File: src/verilog/btpg_pkg.sv
/*
 constants, types and helper functions of the burn-in test pattern generator.
 assumes a single 250 MHz clock and byte registers written over the serial control port.
*/
package btpg_pkg;

    // ------------------------------------------------------------------
    // register map
    // ------------------------------------------------------------------
    localparam logic [7:0] ADDR_TEST_MODE = 8'h1A;
    localparam logic [7:0] ADDR_LINE_WIDTH = 8'h1B;
    localparam logic [7:0] ADDR_COL_SPACING = 8'h1C;
    localparam logic [7:0] ADDR_ROW_SPACING = 8'h1D;
    localparam logic [7:0] ADDR_GRAY_LEVEL = 8'h1E;

    localparam logic [4:0] RST_TEST_MODE = 5'h00;
    localparam logic [7:0] RST_LINE_WIDTH = 8'h00;
    localparam logic [7:0] RST_COL_SPACING = 8'h00;
    localparam logic [7:0] RST_ROW_SPACING = 8'h00;
    localparam logic [7:0] RST_GRAY_LEVEL = 8'h07;

    localparam int MODE_CHOICE_LSB = 0;
    localparam int MODE_ENABLE_BIT = 3;
    localparam int MODE_CLK_SRC_BIT = 4;
    localparam int GRAY_FG_LSB = 0;
    localparam int GRAY_BG_LSB = 4;

    // ------------------------------------------------------------------
    // frame timing, counted in generator pixels
    // ------------------------------------------------------------------
    localparam logic [10:0] H_ACTIVE = 11'd1280;
    localparam logic [10:0] H_SYNC_START = 11'd1296;
    localparam logic [10:0] H_SYNC_END = 11'd1328;
    localparam logic [10:0] H_TOTAL = 11'd1344;
    localparam logic [10:0] V_ACTIVE = 11'd1024;
    localparam logic [10:0] V_SYNC_START = 11'd1028;
    localparam logic [10:0] V_SYNC_END = 11'd1031;
    localparam logic [10:0] V_TOTAL = 11'd1066;

    localparam logic [3:0] RING_DIV = 4'd4;
    localparam logic [2:0] RAMP_STEP = 3'd5;
    localparam int BAR_BIT = 7;
    localparam int CHECK_BIT = 6;

    // ------------------------------------------------------------------
    // types
    // ------------------------------------------------------------------
    typedef enum logic [2:0] {
        PAT_WHITE = 3'b000,
        PAT_BARS = 3'b001,
        PAT_RAMP = 3'b010,
        PAT_CHECKER = 3'b011,
        PAT_COLUMNS = 3'b100,
        PAT_ROWS = 3'b101,
        PAT_GRID = 3'b110,
        PAT_GRAY = 3'b111
    } btpg_pattern_t;

    typedef enum logic [2:0] {
        I2C_IDLE = 3'b000,
        I2C_RECV = 3'b001,
        I2C_RACK = 3'b010,
        I2C_SEND = 3'b011,
        I2C_MACK = 3'b100
    } btpg_i2c_state_t;

    // ------------------------------------------------------------------
    // functions
    // ------------------------------------------------------------------
    // three-bit colour code (r,g,b) to full-scale components
    function automatic logic [23:0] btpg_expand(input logic [2:0] code);
        btpg_expand = {{8{code[2]}}, {8{code[1]}}, {8{code[0]}}};
    endfunction : btpg_expand

    // stripe phase counter: period is (width+1)+(gap+1)
    function automatic logic [8:0] btpg_next_phase(input logic [8:0] cnt,
                                                   input logic [7:0] width,
                                                   input logic [7:0] gap);
        logic [8:0] last;
        last = {1'b0, width} + {1'b0, gap} + 9'h001;
        btpg_next_phase = (cnt == last) ? 9'h000 : cnt + 9'h001;
    endfunction : btpg_next_phase

endpackage : btpg_pkg

File: src/verilog/btpg_i2c_slave.sv
/*
 serial control port: byte-wide register access over a two-wire bus.
 assumes scl and sda arrive asynchronously; the wire level is resolved outside.
*/
`timescale 1ns/1ps
module btpg_i2c_slave #(
    parameter logic [6:0] DEV_ADDR = 7'h2A // arbitrary value
) (
    input wire logic mclk,
    input wire logic reset_n,
    input wire logic scl_in,
    input wire logic sda_in,
    output logic sda_out,
    output logic sda_oe,
    output logic [7:0] reg_addr,
    output logic [7:0] reg_wdata,
    output logic reg_we,
    input wire logic [7:0] reg_rdata
);
    import btpg_pkg::*;

    typedef struct packed {
        logic [2:0] scl_s;
        logic [2:0] sda_s;
        logic scl_l;
        logic sda_l;
        btpg_i2c_state_t st;
        logic [3:0] cnt;
        logic [7:0] sh;
        logic [1:0] kind;
        logic rw;
        logic nack;
        logic [7:0] ptr;
        logic [7:0] wdata;
        logic we;
        logic oe;
    } btpg_i2c_t;

    btpg_i2c_t r;
    btpg_i2c_t next_r;

    // ------------------------------------------------------------------
    // bus engine
    // ------------------------------------------------------------------
    always_comb begin
        logic scl_rise;
        logic scl_fall;
        logic start_c;
        logic stop_c;
        scl_rise = 1'b0;
        scl_fall = 1'b0;
        start_c = 1'b0;
        stop_c = 1'b0;
        next_r = r;
        next_r.we = 1'b0;
        next_r.scl_s = {r.scl_s[1:0], scl_in};
        next_r.sda_s = {r.sda_s[1:0], sda_in};
        if (r.scl_s[1] == r.scl_s[2]) begin
            next_r.scl_l = r.scl_s[2];
        end
        if (r.sda_s[1] == r.sda_s[2]) begin
            next_r.sda_l = r.sda_s[2];
        end
        scl_rise = next_r.scl_l & ~r.scl_l;
        scl_fall = ~next_r.scl_l & r.scl_l;
        start_c = r.scl_l & next_r.scl_l & r.sda_l & ~next_r.sda_l;
        stop_c = r.scl_l & next_r.scl_l & ~r.sda_l & next_r.sda_l;
        if (start_c) begin
            next_r.st = I2C_RECV;
            next_r.cnt = 4'd0;
            next_r.kind = 2'd0;
            next_r.oe = 1'b0;
        end else if (stop_c) begin
            next_r.st = I2C_IDLE;
            next_r.oe = 1'b0;
        end else begin
            case (r.st)
                I2C_RECV: begin
                    if (scl_rise && r.cnt != 4'd8) begin
                        next_r.sh = {r.sh[6:0], next_r.sda_l};
                        next_r.cnt = r.cnt + 4'd1;
                    end else if (scl_fall && r.cnt == 4'd8) begin
                        next_r.st = I2C_RACK;
                        next_r.oe = 1'b1;
                        if (r.kind == 2'd0) begin
                            next_r.rw = r.sh[0];
                            if (r.sh[7:1] != DEV_ADDR) begin
                                next_r.st = I2C_IDLE;
                                next_r.oe = 1'b0;
                            end
                        end else if (r.kind == 2'd1) begin
                            next_r.ptr = r.sh;
                        end else begin
                            next_r.we = 1'b1;
                            next_r.wdata = r.sh;
                        end
                    end
                end
                I2C_RACK: begin
                    if (scl_fall) begin
                        next_r.oe = 1'b0;
                        next_r.cnt = 4'd0;
                        if (r.we || r.kind == 2'd2) begin
                            next_r.ptr = r.ptr + 8'h01;
                        end
                        if (r.kind == 2'd0 && r.rw) begin
                            next_r.st = I2C_SEND;
                            next_r.sh = reg_rdata;
                            next_r.oe = ~reg_rdata[7];
                            next_r.cnt = 4'd1;
                        end else begin
                            next_r.st = I2C_RECV;
                            next_r.kind = (r.kind == 2'd0) ? 2'd1 : 2'd2;
                        end
                    end
                end
                I2C_SEND: begin
                    if (scl_fall) begin
                        if (r.cnt == 4'd8) begin
                            next_r.oe = 1'b0;
                            next_r.st = I2C_MACK;
                            next_r.ptr = r.ptr + 8'h01;
                        end else begin
                            next_r.sh = {r.sh[6:0], 1'b1};
                            next_r.oe = ~r.sh[6];
                            next_r.cnt = r.cnt + 4'd1;
                        end
                    end
                end
                I2C_MACK: begin
                    if (scl_rise) begin
                        next_r.nack = next_r.sda_l;
                    end else if (scl_fall) begin
                        if (r.nack) begin
                            next_r.st = I2C_IDLE;
                        end else begin
                            next_r.st = I2C_SEND;
                            next_r.sh = reg_rdata;
                            next_r.oe = ~reg_rdata[7];
                            next_r.cnt = 4'd1;
                        end
                    end
                end
                default: begin
                    next_r.oe = 1'b0;
                end
            endcase
        end
        if (!reset_n) begin
            next_r = '0;
            next_r.scl_s = 3'b111;
            next_r.sda_s = 3'b111;
            next_r.scl_l = 1'b1;
            next_r.sda_l = 1'b1;
            next_r.st = I2C_IDLE;
        end
    end

    always_ff @(posedge mclk) begin
        r <= next_r;
    end

    assign sda_out = 1'b0;
    assign sda_oe = r.oe;
    assign reg_addr = r.ptr;
    assign reg_wdata = r.wdata;
    assign reg_we = r.we;

endmodule : btpg_i2c_slave

File: src/verilog/btpg_top.sv
/*
 burn-in test pattern generator with its byte registers and serial control port.
 assumes burnin_pin and lvds_clk are asynchronous pins and the display samples
 pixel data while pix_clk is high.
*/
`timescale 1ns/1ps
module btpg_top #(
    parameter logic [6:0] DEV_ADDR = 7'h2A // arbitrary value
) (
    input wire logic mclk,
    input wire logic reset_n,
    input wire logic scl_in,
    input wire logic sda_in,
    output logic sda_out,
    output logic sda_oe,
    input wire logic burnin_pin,
    input wire logic lvds_clk,
    output logic test_active,
    output logic pix_clk,
    output logic hsync,
    output logic vsync,
    output logic data_enable,
    output logic [7:0] pix_red,
    output logic [7:0] pix_green,
    output logic [7:0] pix_blue
);
    import btpg_pkg::*;

    typedef struct packed {
        logic [4:0] test_mode_control;
        logic [7:0] pattern_line_width;
        logic [7:0] pattern_column_spacing;
        logic [7:0] pattern_row_spacing;
        logic [7:0] pattern_gray_level;
        logic [2:0] bi_s;
        logic bi_l;
        logic [2:0] lc_s;
        logic lc_l;
        logic [3:0] ring_cnt;
        logic [10:0] h_cnt;
        logic [10:0] v_cnt;
        logic [8:0] col_ph;
        logic [8:0] row_ph;
        logic [2:0] ramp_sub;
        logic [7:0] ramp_val;
        logic pclk;
        logic hs;
        logic vs;
        logic de;
        logic [23:0] rgb;
    } btpg_state_t;

    btpg_state_t r;
    btpg_state_t next_r;

    logic [7:0] reg_addr;
    logic [7:0] reg_wdata;
    logic reg_we;
    logic [7:0] reg_rdata;

    // ------------------------------------------------------------------
    // serial control port
    // ------------------------------------------------------------------
    btpg_i2c_slave #(
        .DEV_ADDR(DEV_ADDR)
    ) u_i2c (
        .mclk(mclk),
        .reset_n(reset_n),
        .scl_in(scl_in),
        .sda_in(sda_in),
        .sda_out(sda_out),
        .sda_oe(sda_oe),
        .reg_addr(reg_addr),
        .reg_wdata(reg_wdata),
        .reg_we(reg_we),
        .reg_rdata(reg_rdata)
    );

    // ------------------------------------------------------------------
    // register read mux
    // ------------------------------------------------------------------
    always_comb begin
        case (reg_addr)
            ADDR_TEST_MODE: reg_rdata = {3'b000, r.test_mode_control};
            ADDR_LINE_WIDTH: reg_rdata = r.pattern_line_width;
            ADDR_COL_SPACING: reg_rdata = r.pattern_column_spacing;
            ADDR_ROW_SPACING: reg_rdata = r.pattern_row_spacing;
            ADDR_GRAY_LEVEL: reg_rdata = r.pattern_gray_level;
            default: reg_rdata = 8'h00;
        endcase
    end

    // ------------------------------------------------------------------
    // generator
    // ------------------------------------------------------------------
    always_comb begin
        logic active;
        logic pix_en;
        logic col_on;
        logic row_on;
        logic [2:0] choice;
        logic [23:0] fg;
        logic [23:0] bg;
        logic [23:0] px;
        logic vis;
        active = 1'b0;
        pix_en = 1'b0;
        col_on = 1'b0;
        row_on = 1'b0;
        choice = 3'b000;
        fg = 24'h000000;
        bg = 24'h000000;
        px = 24'h000000;
        vis = 1'b0;
        next_r = r;
        next_r.pclk = 1'b0;

        // register writes
        if (reg_we) begin
            case (reg_addr)
                ADDR_TEST_MODE: next_r.test_mode_control = reg_wdata[4:0];
                ADDR_LINE_WIDTH: next_r.pattern_line_width = reg_wdata;
                ADDR_COL_SPACING: next_r.pattern_column_spacing = reg_wdata;
                ADDR_ROW_SPACING: next_r.pattern_row_spacing = reg_wdata;
                ADDR_GRAY_LEVEL: next_r.pattern_gray_level = reg_wdata;
                default: next_r.pattern_gray_level = r.pattern_gray_level;
            endcase
        end

        // pin synchronisers, level changes once stages two and three agree
        next_r.bi_s = {r.bi_s[1:0], burnin_pin};
        next_r.lc_s = {r.lc_s[1:0], lvds_clk};
        if (r.bi_s[1] == r.bi_s[2]) begin
            next_r.bi_l = r.bi_s[2];
        end
        if (r.lc_s[1] == r.lc_s[2]) begin
            next_r.lc_l = r.lc_s[2];
        end

        active = r.bi_l | r.test_mode_control[MODE_ENABLE_BIT];

        if (r.test_mode_control[MODE_CLK_SRC_BIT]) begin
            pix_en = next_r.lc_l & ~r.lc_l;
            next_r.ring_cnt = 4'd0;
        end else begin
            pix_en = (r.ring_cnt == RING_DIV - 4'd1);
            next_r.ring_cnt = pix_en ? 4'd0 : r.ring_cnt + 4'd1;
        end

        col_on = (r.col_ph <= {1'b0, r.pattern_line_width});
        row_on = (r.row_ph <= {1'b0, r.pattern_line_width});

        fg = btpg_expand(r.pattern_gray_level[GRAY_FG_LSB +: 3]);
        bg = btpg_expand(r.pattern_gray_level[GRAY_BG_LSB +: 3]);
        choice = r.test_mode_control[MODE_CHOICE_LSB +: 3];
        vis = (r.h_cnt < H_ACTIVE) && (r.v_cnt < V_ACTIVE);

        case (choice)
            PAT_WHITE: px = 24'hFFFFFF;
            PAT_BARS: px = btpg_expand({3{~r.h_cnt[BAR_BIT]}});
            PAT_RAMP: px = {3{r.ramp_val}};
            PAT_CHECKER: px = btpg_expand({3{~(r.h_cnt[CHECK_BIT] ^ r.v_cnt[CHECK_BIT])}});
            // columns use width and column gap
            PAT_COLUMNS: px = col_on ? fg : bg;
            // rows use width and row gap
            PAT_ROWS: px = row_on ? fg : bg;
            PAT_GRID: px = (col_on || row_on) ? fg : bg;
            PAT_GRAY: px = {3{r.pattern_gray_level}};
            default: px = 24'hFFFFFF;
        endcase

        if (!active) begin
            next_r.h_cnt = 11'd0;
            next_r.v_cnt = 11'd0;
            next_r.col_ph = 9'h000;
            next_r.row_ph = 9'h000;
            next_r.ramp_sub = 3'd0;
            next_r.ramp_val = 8'h00;
            next_r.hs = 1'b0;
            next_r.vs = 1'b0;
            next_r.de = 1'b0;
            next_r.rgb = 24'h000000;
        end else if (pix_en) begin
            // own pixel clock, syncs and data
            next_r.pclk = 1'b1;
            next_r.de = vis;
            next_r.rgb = vis ? px : 24'h000000;
            next_r.hs = (r.h_cnt >= H_SYNC_START) && (r.h_cnt < H_SYNC_END);
            next_r.vs = (r.v_cnt >= V_SYNC_START) && (r.v_cnt < V_SYNC_END);
            // stripes restart from the first pixel
            if (r.h_cnt == H_TOTAL - 11'd1) begin
                next_r.h_cnt = 11'd0;
                next_r.col_ph = 9'h000;
                next_r.ramp_sub = 3'd0;
                next_r.ramp_val = 8'h00;
                if (r.v_cnt == V_TOTAL - 11'd1) begin
                    next_r.v_cnt = 11'd0;
                    next_r.row_ph = 9'h000;
                end else begin
                    next_r.v_cnt = r.v_cnt + 11'd1;
                    next_r.row_ph = btpg_next_phase(r.row_ph, r.pattern_line_width,
                                                    r.pattern_row_spacing);
                end
            end else begin
                next_r.h_cnt = r.h_cnt + 11'd1;
                next_r.col_ph = btpg_next_phase(r.col_ph, r.pattern_line_width,
                                                r.pattern_column_spacing);
                if (r.ramp_sub == RAMP_STEP - 3'd1) begin
                    next_r.ramp_sub = 3'd0;
                    next_r.ramp_val = r.ramp_val + 8'h01;
                end else begin
                    next_r.ramp_sub = r.ramp_sub + 3'd1;
                end
            end
        end

        if (!reset_n) begin
            next_r = '0;
            next_r.test_mode_control = RST_TEST_MODE;
            next_r.pattern_line_width = RST_LINE_WIDTH;
            next_r.pattern_column_spacing = RST_COL_SPACING;
            next_r.pattern_row_spacing = RST_ROW_SPACING;
            next_r.pattern_gray_level = RST_GRAY_LEVEL;
        end
    end

    always_ff @(posedge mclk) begin
        r <= next_r;
    end

    // ------------------------------------------------------------------
    // outputs
    // ------------------------------------------------------------------
    assign test_active = r.bi_l | r.test_mode_control[MODE_ENABLE_BIT];
    assign pix_clk = r.pclk;
    assign hsync = r.hs;
    assign vsync = r.vs;
    assign data_enable = r.de;
    assign pix_red = r.rgb[23:16];
    assign pix_green = r.rgb[15:8];
    assign pix_blue = r.rgb[7:0];

endmodule : btpg_top

File: config.mk
export PLATFORM = sky130hd
export DESIGN_NAME = btpg_top
export DESIGN_NICKNAME = d
export VERILOG_FILES = /design/src/verilog/btpg_pkg.sv /design/src/verilog/btpg_i2c_slave.sv /design/src/verilog/btpg_top.sv
export SDC_FILE = /design/constraint.sdc
export NUM_CORES = 1
export LEC_CHECK = 0
export BUFFER_PORTS_ARGS = -buffer_cell sky130_fd_sc_hd__buf_2
export CORE_MARGIN = 1.5
export CORE_UTILIZATION = 45
export CTS_CLUSTER_SIZE = 20
export DETAILED_ROUTE_END_ITERATION = 12
export GPL_TIMING_DRIVEN = 0
export PLACE_DENSITY = 0.57
export SYNTH_ARGS = -nofsm -noshare
export SYNTH_HDL_FRONTEND = slang
export SYNTH_SLANG_ARGS = --single-unit
File: constraint.sdc
create_clock -name mclk -period 6.9 [get_ports mclk]
set_input_delay 1.38 -clock mclk [delete_from_list [all_inputs] [get_ports mclk]]
set_output_delay 1.38 -clock mclk [all_outputs]
set_load 0.1 [all_outputs]
==> impl_table.tex <==
\begin{tabular}{lr}
\hline
Metric & Value \\
\hline
\multicolumn{2}{l}{\textbf{Run status}} \\
\quad Status & finished, final reports clean \\
\multicolumn{2}{l}{\textbf{Synthesis}} \\
\quad Number of nets produced by synthesis & between 1,000 and 1,500 \\
\quad Xor and xnor fraction of the mapped netlist area & under 10\% \\
\quad Number of enable-type register cells in the synthesized netlist & 0 \\
\quad Simple logic cell fraction of the synthesized area & 24.7\% \\
\quad Post-Syn Instances & $\sim$1,200 \\
\quad Synthesized flop and latch total & roughly 170 \\
\quad Sequential share of the synthesized area & 36.3\% \\
\quad Async SR Flop Fraction & 0\% \\
\quad Multiplexer fraction of the synthesized cell area & approximately 2.5\% \\
\quad Mapped Avg Cell Area & 8.00 um\^{}2 \\
\quad Largest family of logic cells by synthesized area & simple AND/OR/NAND/NOR gates \\
\quad Synth warn & 0 \\
\quad Most used flip-flop cell after synthesis & sky130\_fd\_sc\_hd\_\_dfxtp\_1 \\
\quad Post-synthesis adder-cell area fraction & approximately 6.7\% \\
\quad Compound-gate portion of the synthesized area & 19.4\% \\
\quad Number of distinct library cell variants in the gate-level netlist after synthesis & 61 \\
\quad Mapped cell area & 0.00953 mm\^{}2 \\
\multicolumn{2}{l}{\textbf{Clock tree}} \\
\quad TritonCTS clock tree & done \\
\quad Post-CTS repair timing setup buffer count & 0 \\
\quad CTS Buffer Depth & 2 \\
\quad Clock sink count & 173 \\
\quad CTS Hold Buffers Added & 0 \\
\quad Number of gates resized after cts & 0 \\
\quad TritonCTS Buffers & 17 \\
\quad Clock Root Buffer & sky130\_fd\_sc\_hd\_\_clkbuf\_16 \\
\quad Clock transition at path regs & around 0.070 ns \\
\quad Deepest level of the CTS H-tree & 4 \\
\quad Clock insertion delay at the later pin of the skew report & $\sim$0.44 ns \\
\multicolumn{2}{l}{\textbf{Setup path}} \\
\quad Crit Path Class & reg2reg \\
\quad Kind of launch point of the worst setup path & flop \\
\quad Worst-path maximum fanout & 8 \\
\quad Worst EP arrival & about 3.7 ns \\
\quad Crit. End Element & flop \\
\quad Data required, critical path & 7.18 ns \\
\multicolumn{2}{l}{\textbf{Floorplan}} \\
\quad Number of ports placed on the die boundary & 37 \\
\quad Die width & 149 um \\
\quad Y dimension of the die & 149 um \\
\quad Number of rows in the core area & 53 \\
\quad Effective utilization at floorplan & a little under half \\
\quad Die footprint & 0.0221 mm\^{}2 \\
\quad Area inside the core boundary & between 0.02 and 0.025 mm\^{}2 \\
\multicolumn{2}{l}{\textbf{Drt}} \\
\quad Vias & about 8,700 \\
\quad Number of remaining DRC errors & 0 \\
\quad Starting DRT DRC Count & 547 \\
\quad Post-DR vias/cell & 5.65 \\
\quad Drt first pass iters & 5 \\
\quad Routed length per instance & around 17 um \\
\quad Remaining antenna violation count after routing & 0 \\
\quad Post-Route WL & 26.2 mm \\
\multicolumn{2}{l}{\textbf{Power}} \\
\quad Largest vdd supply drop & 137 uV \\
\quad PwrDens & 190 mW/mm\^{}2 \\
\quad Leakage power & 3.77 nW \\
\multicolumn{2}{l}{\textbf{Timing}} \\
\quad Transition at the pin with the smallest max-transition slack & 0.930 ns \\
\quad Max-slew violation total from the final report & 0 \\
\quad Clk\_skew & roughly 0.0099 ns \\
\quad Final hold violations & 0 \\
\quad Highest achievable clock rate & 297 MHz \\
\quad Rel. slew slack & between 30\% and 40\% \\
\quad Worst Slack Setup Final & 3.53 ns \\
\quad Setup\_tns & 0 ns \\
\quad Total setup violations reported at the end of the flow & 0 \\
\quad Final period util & 48.8\% \\
\quad RSZ-0062 raised after global routing & no \\
\quad Fin crit period & roughly 3.4 ns \\
\multicolumn{2}{l}{\textbf{Final layout}} \\
\quad Area grow syn2layout & 11.6\% \\
\quad Register area & 0.00346 mm\^{}2 \\
\quad Number of fill cells in the layout & 2,082 \\
\quad Number of antenna repair diodes & 0 \\
\quad Post-layout nets & between 1,000 and 1,500 \\
\quad Combined area of the multi-input logic cells & 0.00554 mm\^{}2 \\
\quad Fraction of layout instances using a drive strength above 1 & 8.27\% \\
\multicolumn{2}{l}{\textbf{Placed design}} \\
\quad Worst slack at placement & 3.50 ns \\
\quad HPWL after detailed placement & 19.1 mm \\
\quad Placer congestion estimate & 0.904 \\
\quad Number of input and output port buffers inserted & 35 \\
\multicolumn{2}{l}{\textbf{Worst hold path}} \\
\quad Worst min-delay path class & reg2reg \\
\multicolumn{2}{l}{\textbf{Global routing}} \\
\quad Vias in the first global route & 7,974 \\
\quad Wire length of the first global-routing pass & 42.5 mm \\
\quad Overall overflow remaining after global route & 0 \\
\quad Global routing usage summed across all routing layers & 24.5\% \\
\quad Number of antenna violations at the first check in global routing & 0 \\
\quad Largest net degree at the start of global routing & 19 \\
\multicolumn{2}{l}{\textbf{Run}} \\
\quad Number of max-cap violations & 0 \\
\hline
\end{tabular}
-- cell usage after synthesis, drive strengths merged (4+ instances only) --
cell type	count	area, um^2
nand2	137	514
nor4	12	75.1
nor2b	8	50.1
or3b	4	35.0
xor2	25	219
nand4	14	87.6
a21oi	114	571
o211ai	5	37.5
nand2b	15	93.8
nand3b	15	113
o21ai	56	280
buf	28	208
nor2	120	450
nand3	78	390
xnor2	26	228
o22ai	4	25.0
clkbuf	55	206
a311oi	25	219
mux2i	24	240
a22oi	19	143
and2	18	113
dfxtp	173	3460
a32oi	4	35.0
a21o	5	37.5
and3	13	81.3
inv	29	109
nor3b	6	45.0
a211oi	17	128
or2	4	25.0
o21a	4	30.0
a221o	8	80.1
a31oi	4	25.0
ha	47	588
a22o	12	105
or3	9	61.3
nor3	23	115
-- area by class of cell --
cell class / count / share of cell area [%]
repair buffers: 35 / 1.65
clock inverters: 14 / 1.34
clock buffers: 18 / 4.13
flip-flops and latches: 173 / 32.6
multi-input cells: 905 / 52.1
well taps: 275 / 3.24
plain buffers: 83 / 3.89
inverters: 30 / 1.06
-- logic make-up after synthesis --
| family | Yosys count |
|---|---|
| and+or+nand+nor | 488 |
| xor gates and xnor gates | 51 |
| AOI/OAI and AO/OA | 291 |
| other | 1 |
| DFF | 173 |
| buffers and inverters | 113 |
| muxes | 24 |
| adders and majority gates | 50 |
-- registers in the layout, summed over array words and instances (netlist names), 8 cells and up --
name             flops
u_i2c.r             27
u_i2c.reg_addr       8
u_i2c.reg_wdata      8
pix_red              8
pix_green            8
r                  100
pix_blue             8
-- metrics by stage --
| stage | hold slack, ns | instance area, um^2 | power [mW] | std cells | utilization, % |
|---|---|---|---|---|---|
| detailed placement | 0.396 | 10000 | 1.08 | 1501 | 48.1 |
| global route | 0.436 | 10600 | 2.09 | 1533 | 50.9 |
| floorplan | 0.386 | 9530 | 1.06 | 1191 | - |
| finish | 0.412 | 10600 | 2.02 | 1533 | 50.9 |
| global placement | 0.388 | 10000 | 1.08 | 1501 | 48.1 |
| CTS | 0.416 | 10600 | 2.04 | 1533 | 50.9 |
-- final timing paths --
kind / from / to / slack, ns / cells past startpoint
worst max-delay path: r[122] / pix_blue[2] / 3.53 / 9
worst min-delay path: u_i2c.r[39] / u_i2c.r[40] / 0.41 / 1
worst max register to register: r[122] / pix_blue[2] / 3.53 / 9
worst min register to register: u_i2c.r[39] / u_i2c.r[40] / 0.41 / 1
-- power breakdown --
part	switching [mW]	leakage, nW	internal (mW)
logic	0.0403	2.09	0.0125
clock network	0.471	0.285	0.492
registers	0.00311	1.40	1.00
-- layer usage --
metal	GRT usage (%)	routed length, um	vias up
li1	-	-	4372
met1	34.0	12600	4045
met2	39.0	11800	205
met5	0	0	-
met3	3.59	1190	32
met4	8.12	549	0
-- cells in the final DEF, fill, tap and decap left out, types with 14 or more instances in the layout --
cell type / instances
sky130_fd_sc_hd__buf_4: 25
sky130_fd_sc_hd__nand4_1: 14
sky130_fd_sc_hd__a311oi_1: 25
sky130_fd_sc_hd__mux2i_1: 24
sky130_fd_sc_hd__nand2_1: 137
sky130_fd_sc_hd__buf_2: 36
sky130_fd_sc_hd__a22oi_1: 19
sky130_fd_sc_hd__nand3_1: 78
sky130_fd_sc_hd__ha_1: 47
sky130_fd_sc_hd__inv_1: 29
sky130_fd_sc_hd__nor2_1: 120
sky130_fd_sc_hd__nand3b_1: 15
sky130_fd_sc_hd__clkbuf_16: 17
sky130_fd_sc_hd__o21ai_0: 53
sky130_fd_sc_hd__dfxtp_1: 173
sky130_fd_sc_hd__and2_1: 18
sky130_fd_sc_hd__clkbuf_1: 55
sky130_fd_sc_hd__xnor2_1: 26
sky130_fd_sc_hd__nor3_1: 23
sky130_fd_sc_hd__xor2_1: 25
sky130_fd_sc_hd__a211oi_1: 17
sky130_fd_sc_hd__nand2b_1: 15
sky130_fd_sc_hd__a21oi_1: 114
-- worst max-delay path, stage by stage (launching register included) --
cell	delay [ns]
sky130_fd_sc_hd__dfxtp_1	0.56
sky130_fd_sc_hd__inv_1	0.16
sky130_fd_sc_hd__ha_1	0.34
sky130_fd_sc_hd__and4b_1	0.21
sky130_fd_sc_hd__or3b_2	0.44
sky130_fd_sc_hd__o211ai_1	0.30
sky130_fd_sc_hd__and2_1	0.22
sky130_fd_sc_hd__o32ai_1	0.11
sky130_fd_sc_hd__a32oi_1	0.64
sky130_fd_sc_hd__a311oi_1	0.22
Note: power is estimated with default switching activity, not from simulation.
